===== config.mk =====
export PLATFORM = sky130hd
export DESIGN_NAME = rpic_port_irq
export DESIGN_NICKNAME = d
export VERILOG_FILES = /design/src/rpic_pkg.sv /design/src/rpic_sync.sv /design/src/rpic_port_irq.sv
export SDC_FILE = /design/constraint.sdc
export NUM_CORES = 1
export LEC_CHECK = 0
export BUFFER_PORTS_ARGS = -buffer_cell sky130_fd_sc_hd__clkbuf_2
export CAP_MARGIN = 5
export CORE_MARGIN = 2
export CORE_UTILIZATION = 45
export DETAILED_ROUTE_END_ITERATION = 16
export PLACE_DENSITY = 0.68
export SLEW_MARGIN = 20
export SYNTH_ARGS = -nofsm -noshare
export SYNTH_HDL_FRONTEND = slang
export SYNTH_HIERARCHICAL = 1
export SYNTH_SLANG_ARGS = --single-unit

===== constraint.sdc =====
create_clock -name core_clk -period 1.3 [get_ports core_clk]
set_input_delay 0.13 -clock core_clk [delete_from_list [all_inputs] [get_ports core_clk]]
set_output_delay 0.13 -clock core_clk [all_outputs]
set_load 0.01 [all_outputs]

===== src/rpic_pkg.sv =====
package rpic_pkg;

  // ----------------------------------------------------------------
  // Register map
  // ----------------------------------------------------------------
  localparam logic [7:0] RPIC_ADDR_W            = 8'h08;
  localparam logic [7:0] RPIC_OFS_ENABLE_HIGH   = 8'hD8;
  localparam logic [7:0] RPIC_OFS_ENABLE_LOW    = 8'hD9;
  localparam logic [7:0] RPIC_OFS_STATUS_HIGH   = 8'hDA;
  localparam logic [7:0] RPIC_OFS_STATUS_LOW    = 8'hDB;
  localparam logic [7:0] RPIC_OFS_COND_A        = 8'hDC;
  localparam logic [7:0] RPIC_OFS_COND_B        = 8'hDD;
  localparam logic [7:0] RPIC_REG_RESET         = 8'h00;

  // ----------------------------------------------------------------
  // Field positions
  // ----------------------------------------------------------------
  localparam int RPIC_BIT_HI_CRC    = 0;
  localparam int RPIC_BIT_HI_ORDER  = 1;
  localparam int RPIC_BIT_HI_CODING = 2;
  localparam int RPIC_BIT_LO_LOCK   = 0;
  localparam int RPIC_BIT_LO_VALID  = 1;
  localparam int RPIC_BIT_LO_PARITY = 2;
  localparam int RPIC_FIELD_W       = 3;

  // ----------------------------------------------------------------
  // Carriers
  // ----------------------------------------------------------------
  typedef struct packed {
    logic       wr;
    logic       rd;
    logic [7:0] addr;
    logic [7:0] wdata;
  } rpic_req_t;

  typedef struct packed {
    logic link_coding_fault;
    logic ctrl_chan_order_fault;
    logic ctrl_chan_crc_fault;
    logic link_parity_fault;
    logic port_valid;
    logic lock;
  } rpic_evt_t;

  typedef enum logic [1:0] {
    RPIC_SYNC_IDLE = 2'b01,
    RPIC_SYNC_RUN  = 2'b10
  } rpic_sync_state_t;

endpackage


===== src/rpic_sync.sv =====
`timescale 1ns/1ps
module rpic_sync #(
  parameter int WIDTH = 6
) (
  input  wire logic             core_clk,
  input  wire logic             rst,
  input  wire logic [WIDTH-1:0] async_in,
  output logic      [WIDTH-1:0] sync_out
);
  import rpic_pkg::*;

  logic [WIDTH-1:0] meta_q;
  logic [WIDTH-1:0] meta_d;
  logic [WIDTH-1:0] sync_q;
  logic [WIDTH-1:0] sync_d;

  // ----------------------------------------------------------------
  // Two-stage synchroniser
  // ----------------------------------------------------------------
  always_comb begin
    meta_d = async_in;
    sync_d = meta_q;
  end

  always_ff @(posedge core_clk or posedge rst) begin
    if (rst) begin
      meta_q <= '0;
      sync_q <= '0;
    end else begin
      meta_q <= meta_d;
      sync_q <= sync_d;
    end
  end

  assign sync_out = sync_q;

endmodule


===== src/rpic_port_irq.sv =====
// Function
// RULE_01: Enable high bit 0 lets a control-channel CRC fault raise the interrupt.
// RULE_02: Enable low bit 2 lets a link parity fault raise the interrupt.
// RULE_03: Enable low bit 1 lets any port-valid change raise the interrupt.
// RULE_04: Enable low bit 0 lets any lock change, gain or loss, raise it.
// RULE_05: Status high bit 2 flags coding faults; cleared only by reading condition B.
// RULE_06: Status high bit 1 flags control-channel order faults; cleared by reading condition A.
// RULE_07: Status high bit 0 flags control-channel CRC faults; cleared by reading condition A.
// RULE_08: Status low bit 2 flags link parity faults; cleared by reading condition A.
// RULE_09: Status low bit 1 flags port-valid changes; cleared by reading condition A.
// RULE_10: Status low bit 0 flags lock changes; cleared by reading condition A.
// RULE_11: Enable high bit 2 lets a link coding fault raise the interrupt.
// RULE_12: Enable high bit 1 lets a control-channel order fault raise the interrupt.
// RULE_13: Flags latch on detection and hold; request is any flag with its enable.
// RULE_14: Reserved status bits read zero; reset clears all enables and flags.
`timescale 1ns/1ps
module rpic_port_irq (
  input  wire logic               core_clk,
  input  wire logic               rst,
  input  wire rpic_pkg::rpic_req_t reg_req,
  input  wire rpic_pkg::rpic_evt_t link_evt,
  output logic [7:0]              reg_rdata,
  output logic                    reg_rvalid,
  output logic                    irq_req
);
  import rpic_pkg::*;

  // ----------------------------------------------------------------
  // Event capture
  // ----------------------------------------------------------------
  localparam int EVT_W = $bits(rpic_evt_t);

  logic [EVT_W-1:0] evt_raw;
  logic [EVT_W-1:0] evt_sync;
  rpic_evt_t        evt_s;
  logic             valid_prev_q;
  logic             valid_prev_d;
  logic             lock_prev_q;
  logic             lock_prev_d;
  rpic_sync_state_t sync_state_q;
  rpic_sync_state_t sync_state_d;

  assign evt_raw = link_evt;

  // Event pins come from the link receiver, outside this clock domain.
  rpic_sync #(
    .WIDTH (EVT_W)
  ) u_sync (
    .core_clk (core_clk),
    .rst      (rst),
    .async_in (evt_raw),
    .sync_out (evt_sync)
  );

  assign evt_s = rpic_evt_t'(evt_sync);

  // ----------------------------------------------------------------
  // Register state
  // ----------------------------------------------------------------
  logic [RPIC_FIELD_W-1:0] en_high_q;
  logic [RPIC_FIELD_W-1:0] en_high_d;
  logic [7:0]              en_low_q;
  logic [7:0]              en_low_d;
  logic [RPIC_FIELD_W-1:0] flag_high_q;
  logic [RPIC_FIELD_W-1:0] flag_high_d;
  logic [RPIC_FIELD_W-1:0] flag_low_q;
  logic [RPIC_FIELD_W-1:0] flag_low_d;
  logic [7:0]              rdata_q;
  logic [7:0]              rdata_d;
  logic                    rvalid_q;
  logic                    rvalid_d;
  logic                    irq_q;
  logic                    irq_d;
  logic [RPIC_FIELD_W-1:0] set_high;
  logic [RPIC_FIELD_W-1:0] set_low;
  logic                    clr_a;
  logic                    clr_b;

  function automatic logic [7:0] rpic_pad(input logic [RPIC_FIELD_W-1:0] f);
    rpic_pad = {{(8 - RPIC_FIELD_W){1'b0}}, f};
  endfunction

  function automatic logic hit(input rpic_req_t r, input logic [7:0] ofs);
    hit = (r.addr == ofs);
  endfunction

  always_comb begin
    valid_prev_d = evt_s.port_valid;
    lock_prev_d  = evt_s.lock;
    sync_state_d = RPIC_SYNC_RUN;
    set_high     = '0;
    set_low      = '0;
    set_high[RPIC_BIT_HI_CODING] = evt_s.link_coding_fault;      // RULE_05
    set_high[RPIC_BIT_HI_ORDER]  = evt_s.ctrl_chan_order_fault;  // RULE_06
    set_high[RPIC_BIT_HI_CRC]    = evt_s.ctrl_chan_crc_fault;    // RULE_07
    set_low[RPIC_BIT_LO_PARITY]  = evt_s.link_parity_fault;      // RULE_08
    // The first sampled level after reset is a baseline, not a change.
    if (sync_state_q == RPIC_SYNC_RUN) begin
      set_low[RPIC_BIT_LO_VALID] = evt_s.port_valid ^ valid_prev_q; // RULE_09
      set_low[RPIC_BIT_LO_LOCK]  = evt_s.lock ^ lock_prev_q;        // RULE_10
    end
  end

  always_ff @(posedge core_clk or posedge rst) begin
    if (rst) begin
      valid_prev_q <= 1'b0;
      lock_prev_q  <= 1'b0;
      sync_state_q <= RPIC_SYNC_IDLE;
    end else begin
      valid_prev_q <= valid_prev_d;
      lock_prev_q  <= lock_prev_d;
      sync_state_q <= sync_state_d;
    end
  end

  // ----------------------------------------------------------------
  // Register access and clear strobes
  // ----------------------------------------------------------------
  always_comb begin
    en_high_d = en_high_q;
    en_low_d  = en_low_q;
    rdata_d   = rdata_q;
    rvalid_d  = 1'b0;
    clr_a     = 1'b0;
    clr_b     = 1'b0;
    if (reg_req.wr) begin
      if (hit(reg_req, RPIC_OFS_ENABLE_HIGH)) begin
        en_high_d = reg_req.wdata[RPIC_FIELD_W-1:0];
      end else if (hit(reg_req, RPIC_OFS_ENABLE_LOW)) begin
        en_low_d = reg_req.wdata;
      end
    end else if (reg_req.rd) begin
      rvalid_d = 1'b1;
      if (hit(reg_req, RPIC_OFS_ENABLE_HIGH)) begin
        rdata_d = rpic_pad(en_high_q);
      end else if (hit(reg_req, RPIC_OFS_ENABLE_LOW)) begin
        rdata_d = en_low_q;
      end else if (hit(reg_req, RPIC_OFS_STATUS_HIGH)) begin
        rdata_d = rpic_pad(flag_high_q); // RULE_14
      end else if (hit(reg_req, RPIC_OFS_STATUS_LOW)) begin
        rdata_d = rpic_pad(flag_low_q); // RULE_14
      end else if (hit(reg_req, RPIC_OFS_COND_A)) begin
        rdata_d = rpic_pad({flag_high_q[RPIC_BIT_HI_ORDER], flag_high_q[RPIC_BIT_HI_CRC],
                            flag_low_q[RPIC_BIT_LO_LOCK]});
        clr_a   = 1'b1;
      end else if (hit(reg_req, RPIC_OFS_COND_B)) begin
        rdata_d = rpic_pad({2'b00, flag_high_q[RPIC_BIT_HI_CODING]});
        clr_b   = 1'b1;
      end else begin
        rdata_d = RPIC_REG_RESET;
      end
    end
  end

  always_ff @(posedge core_clk or posedge rst) begin
    if (rst) begin
      en_high_q <= '0; // RULE_14
      en_low_q  <= RPIC_REG_RESET;
      rdata_q   <= RPIC_REG_RESET;
      rvalid_q  <= 1'b0;
    end else begin
      en_high_q <= en_high_d;
      en_low_q  <= en_low_d;
      rdata_q   <= rdata_d;
      rvalid_q  <= rvalid_d;
    end
  end

  // ----------------------------------------------------------------
  // Flag update
  // ----------------------------------------------------------------
  // A new event in the clearing cycle wins, so it is never lost.
  always_comb begin
    flag_high_d = flag_high_q;
    flag_low_d  = flag_low_q;
    if (clr_a) begin
      flag_high_d[RPIC_BIT_HI_ORDER] = 1'b0; // RULE_06
      flag_high_d[RPIC_BIT_HI_CRC]   = 1'b0; // RULE_07
      flag_low_d                     = '0;   // RULE_08 RULE_09 RULE_10
    end
    if (clr_b) begin
      flag_high_d[RPIC_BIT_HI_CODING] = 1'b0; // RULE_05
    end
    flag_high_d = flag_high_d | set_high; // RULE_13
    flag_low_d  = flag_low_d | set_low;   // RULE_13
  end

  always_ff @(posedge core_clk or posedge rst) begin
    if (rst) begin
      flag_high_q <= '0; // RULE_14
      flag_low_q  <= '0;
    end else begin
      flag_high_q <= flag_high_d;
      flag_low_q  <= flag_low_d;
    end
  end

  // ----------------------------------------------------------------
  // Interrupt request
  // ----------------------------------------------------------------
  // Built from registered flags and enables: one cycle of latency buys a glitch-free pin.
  always_comb begin
    irq_d = |(flag_high_q & en_high_q[RPIC_FIELD_W-1:0])                // RULE_01 RULE_11 RULE_12
          | |(flag_low_q & en_low_q[RPIC_FIELD_W-1:0]);                 // RULE_02 RULE_03 RULE_04
  end

  always_ff @(posedge core_clk or posedge rst) begin
    if (rst) begin
      irq_q <= 1'b0;
    end else begin
      irq_q <= irq_d;
    end
  end

  assign reg_rdata  = rdata_q;
  assign reg_rvalid = rvalid_q;
  assign irq_req    = irq_q;

endmodule


# Yosys cells after proc, flatten, opt, wreduce, memory -nomap -nowiden
# Index checks and enable logic that the tools add are counted.
word_totals:
  input_bits: 26
  output_inout_bits: 10
  elab_cells: 60
  regBits: 43
op_classes:
  n_mux: 27
  n_eq_ne: 7
  n_bitwise: 9
  reduce_logical: 5
ops:
  columns: ["cell", "count"]
  rows:
  - ["8-bit == test (second input constant)", 6]
  - ["1-bit 2-to-1 mux", 19]
  - ["8-bit 2-to-1 mux", 2]
  - ["3-bit 2-to-1 mux", 4]
  - ["3-bit AND", 2]
  - ["3-bit bitwise OR", 2]
  - ["3-bit OR reduction", 2]
  - ["2-bit 2-to-1 mux", 2]
  - ["2-bit AND reduction", 2]
  - ["3-bit AND reduction", 1]
  - ["2-bit == test (second input constant)", 1]
  - ["1-bit inverter", 2]
  - ["1-bit bitwise XOR", 2]
  - ["1-bit bitwise OR", 1]

# Logic depth before layout (Yosys ltp)
depth:
  ltp_word: 11
  depth_mapped: 5
  ltp_nobuf: 5

# Modules after synthesis
# The synthesis kept the hierarchy.
modules_own_cells:
  columns: ["module", "cells_per_inst", "instances", "area_per_inst_um2", "seq_area_each_um2"]
  rows:
  - ["rpic_port_irq", 127, 1, 1380.1, 777.0]
  - ["rpic_sync", 13, 1, 304.0, 300.3]

# Least setup slack after synthesis
# OpenSTA, ideal clock, no wires.
synth_timing:
  path_type: "in2reg"
  start: "in reg_req[17] (netlist bit)"
  end: "reg flag_low_q[0]"
  setup_ns: 0.121
  arrival_ns: 1.118
  setup_slack_ns: 0.061
  required_time_ns: 1.179
  path_stages: 5
  path_buffers: 0
  cell_sequence: "nand2b_4 > clkinv_2 > nand4_1 > or4_4 > a22o_1"
synth_between:
  elab_chain_len: 3
synth_rtl:
  columns: ["item", "line", "source"]
  rows:
  - ["from (decl)", "rpic_port_irq.sv:20", "input wire rpic_pkg::rpic_req_t reg_req,"]
  - ["1-bit 2-to-1 mux", "rpic_port_irq.sv:126", "if (reg_req.wr) begin"]
  - ["3-bit 2-to-1 mux", "rpic_port_irq.sv:176", "if (clr_a) begin"]
  - ["3-bit bitwise OR", "rpic_port_irq.sv:185", "flag_low_d = flag_low_d | set_low;"]
  - ["net flag_low_d[0]", "rpic_port_irq.sv:67", "logic [RPIC_FIELD_W-1:0] flag_low_d;"]
  - ["to (signal assigned)", "rpic_port_irq.sv:194", "flag_low_q <= flag_low_d;"]
  - ["to (decl)", "rpic_port_irq.sv:66", "logic [RPIC_FIELD_W-1:0] flag_low_q;"]
# The timed path passes the listed nets, and every way through them passes these cells.
# A chain may end at the register's enable or synchronous reset.

# Worst setup path in the final report
layout_timing:
  start: "reg flag_high_q[1]"
  end: "reg rdata_q[1], in the netlist reg_rdata[1]"
layout_between:
  elab_chain_len: 3
layout_rtl:
  columns: ["item", "line", "source"]
  rows:
  - ["from (decl)", "rpic_port_irq.sv:64", "logic [RPIC_FIELD_W-1:0] flag_high_q;"]
  - ["from (signal assigned)", "rpic_port_irq.sv:193", "flag_high_q <= flag_high_d;"]
  - ["3-bit 2-to-1 mux", "rpic_port_irq.sv:138", "end else if (hit(reg_req, RPIC_OFS_STATUS_HIGH)) begin"]
  - ["8-bit 2-to-1 mux", "rpic_port_irq.sv:136", "end else if (hit(reg_req, RPIC_OFS_ENABLE_LOW)) begin"]
  - ["8-bit 2-to-1 mux", "rpic_port_irq.sv:134", "if (hit(reg_req, RPIC_OFS_ENABLE_HIGH)) begin"]
  - ["to (signal assigned)", "rpic_port_irq.sv:164", "rdata_q <= rdata_d;"]
  - ["to (decl)", "rpic_port_irq.sv:68", "logic [7:0] rdata_q;"]
# Every way passes these cells.

==> results.json <==
{
  "swShare": 0.219,
  "clock-skew-final_ps": 7.43,
  "grt_max_degree": 32,
  "syn_to_final_growth_pct": 28.0,
  "clk-insertion-delay-late_ps": 290,
  "period_minus_slack_ps": 1130,
  "yosys.area.top_type": "dfrtp_1",
  "wl_per_cell_microns": 13.0,
  "cap_violations": 0,
  "seq_area_frac_synth": 0.640,
  "synth_ff_type": "dfrtp_1",
  "p_per_area_mw_per_mm2": 1230,
  "ant_nets": 0,
  "hold_ws_ps": 66.0,
  "rsz0062_at_grt": "false",
  "synth-seq-cells": 43,
  "grt_pass1_wl_mm": 5.33,
  "yosysMostFrequentCell": "dfrtp_1",
  "start_util": 0.463,
  "syn_inst": 140,
  "track_usage": 0.169,
  "drive_gt1_frac": 0.354,
  "worstHoldPathType": "input port to flip-flop",
  "vdd_drop_max_mv": 0.695,
  "drt_pass1_iterations": 4,
  "cts_root_buf": "clkbuf_8",
  "yosys-top-cells-area": "dfrtp_1 62%, mux2_2 7.4%, o21ai_0 3.9%",
  "port_buffers": 35,
  "crit_path_max_incr_delay_ps": 410,
  "cp-start-kind": "flip-flop",
  "fin_nets": 220,
  "cts_tree": "yes",
  "yosys_warnings": 6,
  "grt_antenna_before_repair": 0,
  "vias": 1219,
  "finalCritPeriodShare": 0.868,
  "fmaxAchievable_ghz": 0.886,
  "crit_chain": "a21oi_1, nor2_1, a311oi_1, o31ai_1",
  "cts_buffer_depth": 2,
  "worst-path-stages": 4,
  "cp_data_arrival_time_ps": 1310,
  "worst-path-buf-inv": 0,
  "rows": 22,
  "synth_cell_types": 30,
  "p_sw_uw": 580,
  "critPathTopFamily": "compound AO/OA/AOI/OAI gates",
  "avgViaCountPerCell": 5.02,
  "nFillCells": 322,
  "die_width_microns": 65.2,
  "cts_htree_levels": 2,
  "synth_top_area_frac": 0.624,
  "boundaryPins": 36,
  "r2r_slack_ps": 170,
  "drv_slew": 0,
  "power.internal_uw": 2070,
  "synthTopCellsByCount": "42 x dfrtp_1, 14 x nand2_1, 13 x o21ai_0",
  "cts.sinks": 43,
  "clk_pin_slew_worst_paths_ps": 80,
  "synth_area_sq_mm": 0.00168,
  "drt_iter0_drc": 47,
  "ctsResizeCount": 0,
  "synth_fp_nets": 166,
  "worst-setup-path-type": "flip-flop to flip-flop",
  "finalSetupViolCount": 0,
  "crit_slowest_cell": "dfrtp_1",
  "pwr-share-seq": 0.534,
  "synth_edf_count": 0,
  "grt_pass1_vias": 1235,
  "hpwl_mm": 2.40,
  "run_status": "finished, final reports clean",
  "async_flop_share": 1.00,
  "post-route-util": 0.593,
  "synth_area_per_cell_sq_um": 12.0,
  "wirelength_mm": 3.16,
  "cp_max_fo": 4,
  "cp.required_ps": 1480,
  "drc": 0,
  "crit_path_end_kind": "flip-flop",
  "hold_depth": 2,
  "die-area_sq_mm": 0.00425,
  "p_leak_uw": 0.00105,
  "ff2ff_path_depth": 4,
  "p_comb_frac": 0.081,
  "hold_viol": 0,
  "finalWeightedCongestion": 0.905,
  "grt-ovfl-total": 0,
  "die_h_microns": 65.2,
  "diodes": 0,
  "core_sq_mm": 0.00363,
  "fin_tns_setup_ps": 0,
  "numCtsBuffers": 5,
  "clockPowerShare": 0.385
}
==> routing by layer <==
metal	share of wire	track usage
met5	0	0
met4	0.019	0.0677
met3	0.054	0.0497
met2	0.53	0.300
met1	0.40	0.189
==> cell usage in the layout, fill, tap and decap left out, drive strengths merged, types with 3 or more instances in the layout <==
| cell type | instances |
|---|---|
| nor2b | 6 |
| dfrtp | 42 |
| nand3 | 3 |
| nor2 | 7 |
| a21oi | 3 |
| a21o | 4 |
| mux2 | 11 |
| a22oi | 3 |
| buf | 10 |
| inv | 6 |
| o21ai | 13 |
| dlygate4sd3 | 7 |
| nand2 | 14 |
| clkinv | 3 |
| clkbuf | 40 |
==> logic make-up (layout without fill, tap and decap cells) <==
| family | after synthesis | after routing | share of synthesized area |
|---|---|---|---|
| xor+xnor | 2 | 2 | 0.0104 |
| mux | 11 | 11 | 0.0736 |
| other cells | 2 | 2 | 0.00446 |
| buf+inv | 12 | 67 | 0.0290 |
| simple gates | 38 | 38 | 0.119 |
| compound gates | 32 | 32 | 0.124 |
| flops | 43 | 43 | 0.640 |
==> through the flow <==
step	cell area, sq um	setup WS [ps]	std cells	total power [uW]
2_1_floorplan	1680	61.4	140	1540
6_report	2160	171	243	2650
4_1_cts	2160	169	243	2680
3_5_place_dp	1970	-105	228	1640
3_3_place_gp	1970	-87.4	228	1630
5_1_grt	2160	16.8	243	2760
==> state kept, by name, summed over array words and instances, names as in the netlist <==
signal	count
reg_rdata	8
sync_state_q	2
valid_prev_q	1
u_sync/sync_out	6
flag_high_q	3
irq_req	1
flag_low_q	3
u_sync/meta_q	6
en_high_q	3
en_low_q	8
reg_rvalid	1
lock_prev_q	1
==> final timing paths <==
check,startpoint,end
worst max-delay path,flag_high_q[1]$_DFF_PP0_,reg_rdata[1]$_DFFE_PP0P_
worst min-delay path,reg_req[6],en_low_q[6]$_DFFE_PP0P_
worst max register to register,flag_high_q[1]$_DFF_PP0_,reg_rdata[1]$_DFFE_PP0P_
worst min register to register,u_sync/meta_q[2]$_DFF_PP0_,u_sync/sync_out[2]$_DFF_PP0_
max in group asynchronous,rst,sync_state_q[0]$_DFF_PP1_
min in group asynchronous,rst,u_sync/sync_out[0]$_DFF_PP0_
==> power by group through the flow <==
stage	clock network [uW]	registers, uW	logic, uW
finish	1020	1410	214
detailed placement	0	1440	199
global placement	0	1440	193
floorplan	0	1440	101
global route	1100	1420	240
CTS	1040	1420	217
==> repair_timing <==
action,4_1_cts,5_1_grt
endpoints found under the hold margin,48,0
setup endpoints to repair,0,0
hold buffers,7,0
setup buffers,0,0
==> cell type report <==
class | instances | area, sq um | share of cell area
clock inverter | 3 | 43.8 | 0.0203
tap | 48 | 60.1 | 0.0279
clock buffer | 5 | 68.8 | 0.0319
multi-input combinational | 85 | 558 | 0.259
timing repair buffer | 52 | 320 | 0.149
inverter | 7 | 27.5 | 0.0128
sequential | 43 | 1080 | 0.500
No activity file was read; power rests on OpenSTA's default activity.
